[config.mk]
export PLATFORM = sky130hd
export DESIGN_NAME = fpu_concurrency_timing
export DESIGN_NICKNAME = d
export VERILOG_FILES = /design/src/logic/fpu_timing_pkg.sv /design/src/logic/fpu_concurrency_timing.sv
export SDC_FILE = /design/constraint.sdc
export NUM_CORES = 1
export LEC_CHECK = 0
export BUFFER_PORTS_ARGS = -buffer_cell sky130_fd_sc_hd__buf_2
export CELL_PAD_IN_SITES_DETAIL_PLACEMENT = 0
export CELL_PAD_IN_SITES_GLOBAL_PLACEMENT = 1
export CORE_MARGIN = 1
export CORE_UTILIZATION = 31
export DETAILED_ROUTE_END_ITERATION = 12
export GPL_ROUTABILITY_DRIVEN = 1
export PLACE_DENSITY = 0.7
export SYNTH_ARGS = -nofsm -noshare
export SYNTH_HDL_FRONTEND = slang
export SYNTH_SLANG_ARGS = --single-unit
export TNS_END_PERCENT = 10
[constraint.sdc]
create_clock -name i_sys_clk -period 18.56 [get_ports i_sys_clk]
set_input_delay 3.712 -clock i_sys_clk [delete_from_list [all_inputs] [get_ports i_sys_clk]]
set_output_delay 3.712 -clock i_sys_clk [all_outputs]
set_load 0.005 [all_outputs]
[src/logic/fpu_timing_pkg.sv]
package fpu_timing_pkg;

  localparam int CW = 12;
  localparam int SW = 24;

  localparam logic [2:0] OPC_TO_MEM = 3'h3;
  localparam logic [CW-1:0] DYN_K_EXTRA = 12'h00e;
  localparam logic [CW-1:0] SRC_DREG_SAVE = 12'h005;
  localparam logic [CW-1:0] DST_DREG_SAVE = 12'h002;
  localparam logic [CW-1:0] CYC_ONE = 12'h001;

  localparam logic [7:0] POLL_INT = 8'h05;
  localparam logic [7:0] POLL_SGL_DBL = 8'h03;
  localparam logic [7:0] POLL_EXT = 8'h01;
  localparam logic [7:0] POLL_PKD = 8'hc2;
  localparam logic [7:0] POLL_NONE = 8'h00;

  localparam logic [2:0] WORDS_0 = 3'h0;
  localparam logic [2:0] WORDS_1 = 3'h1;
  localparam logic [2:0] WORDS_2 = 3'h2;
  localparam logic [2:0] WORDS_3 = 3'h3;

  typedef enum logic [2:0] {
    FMT_INT = 3'h0,
    FMT_SGL = 3'h1,
    FMT_DBL = 3'h2,
    FMT_EXT = 3'h3,
    FMT_PKD = 3'h4,
    FMT_FPREG = 3'h5
  } fmt_t;

  typedef struct packed {
    logic [2:0] opclass;
    logic arith;
    logic rom_const;
    logic no_tail;
    fmt_t fmt;
    logic dyn_k;
    logic src_dreg;
    logic dst_dreg;
    logic [2:0] source_fp_register;
    logic [2:0] destination_fp_register;
    logic [CW-1:0] head;
    logic [CW-1:0] tail;
    logic [CW-1:0] ea_time;
  } instr_t;

  typedef enum logic [2:0] {
    PH_IDLE = 3'b001,
    PH_HEAD = 3'b010,
    PH_TAIL = 3'b100
  } phase_t;

  typedef enum logic [4:0] {
    RS_NONE = 5'b00001,
    RS_START = 5'b00010,
    RS_POLL = 5'b00100,
    RS_XFER = 5'b01000,
    RS_DONE = 5'b10000
  } rsp_state_t;

  typedef enum logic [1:0] {
    PRIM_NULL = 2'h0,
    PRIM_EVAL_XFER = 2'h1
  } prim_t;

  typedef struct packed {
    logic valid;
    prim_t prim;
    logic repeat_request_bit;
    logic interrupt_permit_bit;
  } resp_t;

  typedef struct packed {
    phase_t phase;
    logic [CW-1:0] cnt;
    instr_t cur;
    logic accept;
    rsp_state_t rsp;
    logic xfer_wait;
    logic [7:0] polls;
    resp_t resp;
    logic rom_sel;
    logic [2:0] rd_words;
    logic [2:0] wr_words;
    logic [SW-1:0] sum_overall;
    logic [SW-1:0] overlap;
    logic [SW-1:0] elapsed;
    logic busy;
  } state_t;

endpackage

[src/logic/fpu_concurrency_timing.sv]
`timescale 1ns/100ps
// What this block does
// - The concurrent variant takes the next instruction in the tail.
// - Overlap gained is the lesser of remaining tail count and next head.
// - Elapsed time is the sum of overall times less the overlap.
// - The non-concurrent variant never overlaps instructions.
// - A store with a dynamic k-factor takes 14 more cycles.
// - A host data register source saves 5 cycles, a destination 2.
// - Moves with no tail go idle straight after their head.
// - A register conflict with the running instruction cuts overlap.
// - Address time adds to the head except for moves to memory.
// - A store answers null with both bits, then transfer, then null.
// - The non-concurrent variant adds 5, 3, 1 or 194 nulls by format.
// - The concurrent variant adds nulls only for integer and packed.
// - A host data register operand drops one read or write cycle.
// - The constant load takes its source from the constant ROM.
module fpu_concurrency_timing
  import fpu_timing_pkg::*;
(
  input wire logic i_sys_clk,
  input wire logic i_rstn,
  input wire logic i_concurrent,
  input wire logic i_issue,
  input wire instr_t i_instr,
  input wire logic i_resp_read,
  input wire logic i_xfer_done,
  output logic o_accept,
  output logic o_busy,
  output logic o_in_tail,
  output logic [CW-1:0] o_cycle_count,
  output resp_t o_resp,
  output logic o_src_rom,
  output logic [2:0] o_rd_words,
  output logic [2:0] o_wr_words,
  output logic [SW-1:0] o_sum_overall,
  output logic [SW-1:0] o_overlap,
  output logic [SW-1:0] o_elapsed
);

  // ****************************************
  // Timing arithmetic
  // ****************************************
  function automatic logic [CW-1:0] eff_head(input instr_t x);
    logic [CW:0] h;
    h = {1'b0, x.head};
    if (x.opclass != OPC_TO_MEM) begin
      h = h + {1'b0, x.ea_time};
    end else if (x.dyn_k) begin
      h = h + {1'b0, DYN_K_EXTRA};
    end
    if (x.src_dreg) begin
      h = (h > {1'b0, SRC_DREG_SAVE}) ? h - {1'b0, SRC_DREG_SAVE}
                                      : {1'b0, CYC_ONE};
    end
    // Saturate rather than wrap on absurd descriptors
    if (h[CW]) begin
      return '1;
    end
    return (h[CW-1:0] == '0) ? CYC_ONE : h[CW-1:0];
  endfunction

  function automatic logic [CW-1:0] eff_tail(input instr_t x);
    if (x.no_tail) begin
      return '0;
    end
    if (x.dst_dreg) begin
      return (x.tail > DST_DREG_SAVE) ? x.tail - DST_DREG_SAVE : '0;
    end
    return x.tail;
  endfunction

  function automatic logic [CW-1:0] min_cyc(input logic [CW-1:0] a,
                                            input logic [CW-1:0] b);
    return (a < b) ? a : b;
  endfunction

  function automatic logic [2:0] words(input fmt_t f);
    case (f)
      FMT_INT, FMT_SGL: return WORDS_1;
      FMT_DBL: return WORDS_2;
      FMT_EXT, FMT_PKD: return WORDS_3;
      default: return WORDS_0;
    endcase
  endfunction

  function automatic logic [7:0] poll_count(input fmt_t f, input logic conc);
    case (f)
      FMT_INT: return POLL_INT;
      FMT_PKD: return POLL_PKD;
      FMT_SGL, FMT_DBL: return conc ? POLL_NONE : POLL_SGL_DBL;
      FMT_EXT: return conc ? POLL_NONE : POLL_EXT;
      default: return POLL_NONE;
    endcase
  endfunction

  // ****************************************
  // State
  // ****************************************
  state_t s;
  state_t next_s;
  logic conflict;
  logic can_take;
  logic take;
  logic [CW-1:0] new_head;
  logic [CW-1:0] gain;

  always_comb begin
    next_s = s;
    next_s.accept = 1'b0;
    new_head = eff_head(i_instr);
    conflict = (i_instr.source_fp_register ==
                s.cur.destination_fp_register) ||
               (i_instr.destination_fp_register ==
                s.cur.destination_fp_register);
    // Pending response sequence blocks issue so primitives never interleave
    can_take = (s.rsp == RS_NONE) &&
               ((s.phase == PH_IDLE) ||
                ((s.phase == PH_TAIL) && i_concurrent &&
                 !conflict));
    take = i_issue && !s.accept && can_take;
    gain = (s.phase == PH_TAIL) ? min_cyc(s.cnt, new_head) : '0;

    case (s.phase)
      PH_HEAD: begin
        if (s.cnt <= CYC_ONE) begin
          if (eff_tail(s.cur) == '0) begin
            next_s.phase = PH_IDLE;
            next_s.cnt = '0;
          end else begin
            next_s.phase = PH_TAIL;
            next_s.cnt = eff_tail(s.cur);
          end
        end else begin
          next_s.cnt = s.cnt - CYC_ONE;
        end
      end
      PH_TAIL: begin
        if (s.cnt <= CYC_ONE) begin
          next_s.phase = PH_IDLE;
          next_s.cnt = '0;
        end else begin
          next_s.cnt = s.cnt - CYC_ONE;
        end
      end
      default: begin
        next_s.cnt = '0;
      end
    endcase

    if (take) begin
      next_s.accept = 1'b1;
      next_s.cur = i_instr;
      next_s.phase = PH_HEAD;
      next_s.cnt = new_head;
      next_s.rom_sel = i_instr.rom_const;
      next_s.rd_words = WORDS_0;
      next_s.wr_words = WORDS_0;
      if (i_instr.opclass == OPC_TO_MEM) begin
        next_s.wr_words = words(i_instr.fmt) -
                          {2'h0, i_instr.dst_dreg};
        next_s.rsp = RS_START;
        next_s.polls = poll_count(i_instr.fmt, i_concurrent);
        next_s.resp = '{1'b1, PRIM_NULL, 1'b1, 1'b1};
      end else if (i_instr.arith) begin
        next_s.rd_words = (i_instr.fmt == FMT_FPREG) ? WORDS_0 :
          words(i_instr.fmt) - {2'h0, i_instr.src_dreg};
      end
      next_s.sum_overall = s.sum_overall + SW'(new_head) +
                           SW'(eff_tail(i_instr));
      next_s.overlap = s.overlap + SW'(gain);
    end

    // Response primitive sequence for moves to memory
    case (s.rsp)
      RS_START, RS_POLL: begin
        if (i_resp_read) begin
          if (s.polls == POLL_NONE) begin
            next_s.rsp = RS_XFER;
            next_s.resp = '{1'b1, PRIM_EVAL_XFER, 1'b0, 1'b0};
          end else begin
            next_s.rsp = RS_POLL;
            next_s.polls = s.polls - 8'h01;
          end
        end
      end
      RS_XFER: begin
        if (i_resp_read && !s.xfer_wait) begin
          next_s.xfer_wait = 1'b1;
          next_s.resp.valid = 1'b0;
        end
        if (s.xfer_wait && i_xfer_done) begin
          next_s.xfer_wait = 1'b0;
          next_s.rsp = RS_DONE;
          next_s.resp = '{1'b1, PRIM_NULL, 1'b0, 1'b0};
        end
      end
      RS_DONE: begin
        if (i_resp_read) begin
          next_s.rsp = RS_NONE;
          next_s.resp = '0;
        end
      end
      default: begin
        next_s.xfer_wait = 1'b0;
      end
    endcase

    next_s.elapsed = next_s.sum_overall - next_s.overlap;
    // Busy kept in a flop so the output has no gate after the register
    next_s.busy = (next_s.phase != PH_IDLE) || (next_s.rsp != RS_NONE);
  end

  always_ff @(posedge i_sys_clk) begin
    if (!i_rstn) begin
      s <= '0;
      s.phase <= PH_IDLE;
      s.rsp <= RS_NONE;
    end else begin
      s <= next_s;
    end
  end

  assign o_accept = s.accept;
  assign o_busy = s.busy;
  assign o_in_tail = s.phase[2];
  assign o_cycle_count = s.cnt;
  assign o_resp = s.resp;
  assign o_src_rom = s.rom_sel;
  assign o_rd_words = s.rd_words;
  assign o_wr_words = s.wr_words;
  assign o_sum_overall = s.sum_overall;
  assign o_overlap = s.overlap;
  assign o_elapsed = s.elapsed;
endmodule

Word level (Yosys, flattened, before mapping) --
Cells that the tools add are included.
Cells by class: bitwise logic cells 1, muxes and demuxes 83, eq/ne operators 20, add/sub/neg operators 13, reductions and logical operators 23, magnitude comparators 5
Operators with widths (count):
- $mux 12 | 22
- $mux 13 | 6
- $mux 75 | 1
- $add 24x12->24 | 3
- $mux 68 | 1
- $mux 3 | 11
- $pmux 8 s4 | 1
- $mux 5 | 6
- $pmux 5 s3 | 2
- $gt 12x2->1 const B | 2
- $logic_not 12->1 | 2
- $pmux 12 s2 | 1
- $sub 12x2->12 const B | 2
- $sub 24x24->24 | 1
- $mux 1 | 23
- $mux 8 | 2
- $mux 15 | 1
- $add 12x12->13 | 1
- $add 12x4->13 const B | 1
- $gt 13x3->1 const B | 1
- $sub 13x3->13 const B | 1
- $eq 3x2->1 const B | 4
- $le 12x1->1 const B | 1
- $lt 12x12->1 | 1
- 30 further kinds | 48
Storage, ports and cells: input port bits 60, flip-flop bits (word level) 168, output and inout bits 99

Depth between registers and ports, before layout --
depth after elaboration 28, gate-level depth with buffers 50

Least setup slack after synthesis --
Ideal clock, no wire load.
path kind input to register, start input port i_instr[0] in the netlist's numbering, end register s, in the netlist o_elapsed[22], required time 18432 ps, data arrival time 12743 ps, library setup time 128 ps, setup slack 5690 ps, cell stages on the path 48, path buffers 2, path through ha_1 inv_1 fa_1 nor2b_1 o21a_1 o21ai_0 a21o_1 a211oi_1 o21ai_0 a31oi_1 nand2_1 a211o_1 or2_2 clkbuf_1 o31ai_1 ha_1 a21oi_1 nor2b_1 [12 not listed] o21bai_1 a21oi_1 xnor2_1 nor2_1 a21oi_1 ha_1 or2_2 a21oi_1 a21oi_1 maj3_1 mux2i_1 a211oi_1 nor2_1 o211ai_1 a2111oi_0 o41ai_2 xnor2_1 nor2_1
Between the ends: cells in the longest elaborated chain, start to end 14, elaborated cells on any way between the ends 18
Ends and longest elaborated chain:
- from (decl) | RTL line fpu_concurrency_timing.sv:24 | input wire instr_t i_instr,
- $add 12x12->13 (*) | RTL line fpu_concurrency_timing.sv:47 | h = h + {1'b0, x.ea_time};
- $mux 13 (*) | RTL line fpu_concurrency_timing.sv:46 | if (x.opclass != OPC_TO_MEM) begin
- $sub 13x3->13 / $gt 13x3->1 (equally long branches) | RTL line fpu_concurrency_timing.sv:52 | h = (h > {1'b0, SRC_DREG_SAVE}) ? h - {1'b0, SRC_DREG_SAVE}
- $mux 13 | RTL line fpu_concurrency_timing.sv:52
- $mux 13 (*) | RTL line fpu_concurrency_timing.sv:51 | if (x.src_dreg) begin
- $logic_not 12->1 | RTL line fpu_concurrency_timing.sv:59 | return (h[CW-1:0] == '0) ? CYC_ONE : h[CW-1:0];
- $mux 12 | RTL line fpu_concurrency_timing.sv:59
- $mux 12 (*) | RTL line fpu_concurrency_timing.sv:59
- $lt 12x12->1 | RTL line fpu_concurrency_timing.sv:74 | return (a < b) ? a : b;
- $mux 12 | RTL line fpu_concurrency_timing.sv:74
- $mux 12 | RTL line fpu_concurrency_timing.sv:121 | gain = (s.phase == PH_TAIL) ? min_cyc(s.cnt, new_head) : '0;
- $add 24x12->24 | RTL line fpu_concurrency_timing.sv:170 | next_s.overlap = s.overlap + SW'(gain);
- $mux 68 (*) | RTL line fpu_concurrency_timing.sv:150 | if (take) begin
- $sub 24x24->24 (*) | RTL line fpu_concurrency_timing.sv:208 | next_s.elapsed = next_s.sum_overall - next_s.overlap;
- to (signal assigned) | RTL line fpu_concurrency_timing.sv:219 | s <= next_s;
- to (decl) | RTL line fpu_concurrency_timing.sv:99 | state_t s;
Every way passes the cells marked *; elsewhere a longest branch is shown, timed or not. A chain may end at the register's enable or synchronous reset.

Worst setup path in the final report --
start input port i_instr[24] in the netlist's numbering, end register s, in the netlist o_elapsed[22]
Between the ends: cells in the longest elaborated chain, start to end 15, elaborated cells on any way between the ends 20
Ends and longest elaborated chain:
- $add 12x4->13 | RTL line fpu_concurrency_timing.sv:49 | h = h + {1'b0, DYN_K_EXTRA};
- $mux 13 | RTL line fpu_concurrency_timing.sv:48 | end else if (x.dyn_k) begin
- $mux 13 (*) | RTL line fpu_concurrency_timing.sv:46
- $sub 13x3->13 / $gt 13x3->1 (equally long branches) | RTL line fpu_concurrency_timing.sv:52
- $mux 13 | RTL line fpu_concurrency_timing.sv:52
- $mux 13 (*) | RTL line fpu_concurrency_timing.sv:51
- $logic_not 12->1 | RTL line fpu_concurrency_timing.sv:59
- $mux 12 | RTL line fpu_concurrency_timing.sv:59
- $mux 12 (*) | RTL line fpu_concurrency_timing.sv:59
- $lt 12x12->1 | RTL line fpu_concurrency_timing.sv:74
- $mux 12 | RTL line fpu_concurrency_timing.sv:74
- $mux 12 | RTL line fpu_concurrency_timing.sv:121
- $add 24x12->24 | RTL line fpu_concurrency_timing.sv:170
- $mux 68 (*) | RTL line fpu_concurrency_timing.sv:150
- $sub 24x24->24 (*) | RTL line fpu_concurrency_timing.sv:208
Marks and branches as above.

==> impl_metrics.env <==
export IMPL_synth_top_area_frac=0.232
export IMPL_clk_pin_slew_ns=0.06
export IMPL_hp_start="o_src_rom$_SDFFE_PN0P_"
export IMPL_finalClockSkew_ns=0.0138
export IMPL_root_buffer="clkbuf_16"
export IMPL_clkLatencyLatePin_ns=0.44
export IMPL_endpoint_kind="register"
export IMPL_hold_buffers=0
export IMPL_syn_cell_area_um2=11400
export IMPL_critPathLaunchType="input port"
export IMPL_grt_ovfl_total=0
export IMPL_seqCellArea_um2=2640
export IMPL_insertedDiodeCount=0
export IMPL_nets=1704
export IMPL_cap_violations=0
export IMPL_ir_drop_v=0.0000699
export IMPL_outcome="finished, final reports clean"
export IMPL_power_density_nw_per_um2=128
export IMPL_finalSetupTns_ns=0
export IMPL_hpwlAfterDp_mm=27.7
export IMPL_drive_gt1_frac=0.153
export IMPL_top_level_ports=159
export IMPL_rsz0062_at_grt="false"
export IMPL_numPortBuffers=158
export IMPL_clockPowerShare=0.208
export IMPL_startpoint="i_instr[24]"
export IMPL_cts_resized=0
export IMPL_antenna_found_initial=0
export IMPL_relSlewSlack=0.323
export IMPL_yosysSeqAreaShare=0.232
export IMPL_area_growth_pct=9.80
export IMPL_ys_top_cells_by_area="dfxtp_1 (23%), ha_1 (7.8%), buf_4 (6.3%)"
export IMPL_final_max_slew_viol_count=0
export IMPL_yosys_cell_types_count=80
export IMPL_routed_wl_mm=35.1
export IMPL_die_h_um=194
export IMPL_synth_edf_count=0
export IMPL_arrival_ns=14.48
export IMPL_gp_congestion=0.895
export IMPL_die_area_um2=37500
export IMPL_switchingPower_uw=708
export IMPL_p_sw_frac=0.443
export IMPL_worst_pin_slew_ns=1.01
export IMPL_clkSinkCount=132
export IMPL_critPathSlowestCell="a2111oi_0"
export IMPL_fmax_mhz=70.5
export IMPL_grt_pass1_vias=9852
export IMPL_critPathKind="in -> reg"
export IMPL_fin_crit_sh=0.764
export IMPL_p_int_uw=889
export IMPL_yosys_area_top_type="dfxtp_1"
export IMPL_hold_viol=0
export IMPL_cts_max_path_buffers=2
export IMPL_ys_flop_type="dfxtp_1"
export IMPL_cp_slowest_stage_delay_ns=0.78
export IMPL_min_period_ns=14.18
export IMPL_cp_max_fo=13
export IMPL_cts_tree="yes"
export IMPL_die_w_um=194
export IMPL_start_util=0.318
export IMPL_drtIter0Drc=594
export IMPL_avgSynthCellArea_um2=7.53
export IMPL_synth_cells=1514
export IMPL_fillerInstances=3834
export IMPL_core_region_area_um2=35800
export IMPL_hold_class="reg -> reg"
export IMPL_cp_data_required_time_ns=18.85
export IMPL_reg2reg_from="o_cycle_count[5]$_SDFF_PN0_"
export IMPL_seqPwrFrac=0.228
export IMPL_htreeDepth=4
export IMPL_ys_seq_elements=132
export IMPL_gr_usage_all_layers=0.187
export IMPL_synth_net_count=1661
export IMPL_finalSetupViolCount=0
export IMPL_combinationalPowerShare=0.564
export IMPL_fp_row_count=69
export IMPL_num_vias=10500
export IMPL_multiInputGateArea_um2=7580
export IMPL_wl_per_cell_um=17.3
export IMPL_yosysWarnings=0
export IMPL_drc=0
export IMPL_via_per_inst=5.18
export IMPL_p_leak_uw=0.00540
export IMPL_grt_max_degree=72
export IMPL_p_total_uw=1600
export IMPL_numCtsBuffers=17
export IMPL_first_pass_iters=5
export IMPL_grt_pass1_wl_mm=55.2
export IMPL_drt_antenna_violating_nets=0
export IMPL_async_reset_ff_frac=0
export IMPL_cts_setup_buffers=0
## flip-flops by register name, summed over array words and instances (netlist names)
signal,count
o_accept,1
o_busy,1
o_cycle_count,12
o_elapsed,24
o_in_tail,1
o_overlap,24
o_rd_words,3
o_resp,5
o_src_rom,1
o_sum_overall,24
o_wr_words,3
s,33
## worst max-delay path: cells and delay by family
family	cells	cell delay, ns
mux	2	0.54
compound gates	26	6.49
xor+xnor	2	0.31
simple gates	10	1.36
fa+ha+maj	6	1.90
buf+inv	2	0.16
## synthesized netlist by cell type (35+ instances only)
master	count
clkbuf_1	40
nand2_1	176
nor3_1	51
xnor2_1	76
ha_1	71
inv_1	79
xor2_1	43
dfxtp_1	132
a21oi_1	96
buf_4	95
nor2_1	152
o21ai_0	82
nand3_1	35
## layer usage
layer	global-route usage	up-vias	wire, um
li1	-	5292	-
met1	0.256	4913	16800
met2	0.304	280	16000
met3	0.0259	32	1790
met4	0.0545	0	488
met5	0	-	0
## power groups by stage
stage / clock network, uW / registers, uW / logic (uW)
4_1_cts: 343 / 363 / 899
3_3_place_gp: 0 / 370 / 887
6_report: 332 / 363 / 901
2_1_floorplan: 0 / 351 / 710
5_1_grt: 355 / 368 / 1010
3_5_place_dp: 0 / 369 / 893
## kinds of logic after synthesis
family | share of synthesized area
simple gates | 0.242
buf+inv | 0.105
compound gates | 0.192
flops | 0.232
fa+ha+maj | 0.114
mux | 0.0188
xor+xnor | 0.0969
## path summary, 6_finish.rpt
check	endpoint	slack, ns	depth (start not counted)
worst max-delay path	o_elapsed[22]$_SDFF_PN0_	4.38	48
worst min-delay path	o_src_rom$_SDFFE_PN0P_	0.46	2
worst max register to register	o_elapsed[22]$_SDFF_PN0_	10.50	33
worst min register to register	o_src_rom$_SDFFE_PN0P_	0.46	2
## cell type report
class,count,area share
multi-input combinational,1161,0.606
sequential,132,0.211
timing repair buffer,166,0.0680
tap,461,0.0461
clock buffer,18,0.0351
inverter,79,0.0237
clock inverter,14,0.0103
## metrics by stage
step / cell area, um2 / setup slack, ns / util / hold WS [ns] / cells
6_report: 12500 / 4.38 / 0.349 / 0.458 / 2031
5_1_grt: 12500 / 3.41 / 0.349 / 0.491 / 2031
4_1_cts: 12500 / 4.41 / 0.349 / 0.459 / 2031
3_5_place_dp: 11900 / 3.95 / 0.333 / 0.451 / 1999
3_3_place_gp: 11900 / 4.37 / 0.333 / 0.438 / 1999
2_1_floorplan: 11400 / 5.69 / - / 0.431 / 1514
## placed cells by master (no fill, tap or decap), types with 16 or more instances in the layout
cell	instances
a21oi_1	96
a31oi_1	18
and2_1	23
and3_1	19
buf_2	158
clkbuf_16	17
dfxtp_1	132
fa_1	16
ha_1	71
inv_1	78
mux2i_1	18
nand2_1	176
nand2b_1	20
nand3_1	35
nand4_1	19
nor2_1	152
nor2b_1	16
nor3_1	51
o211ai_1	16
o21a_1	20
o21ai_0	82
or2_2	18
xnor2_1	76
xor2_1	43
(Power assumes the default switching activity.)
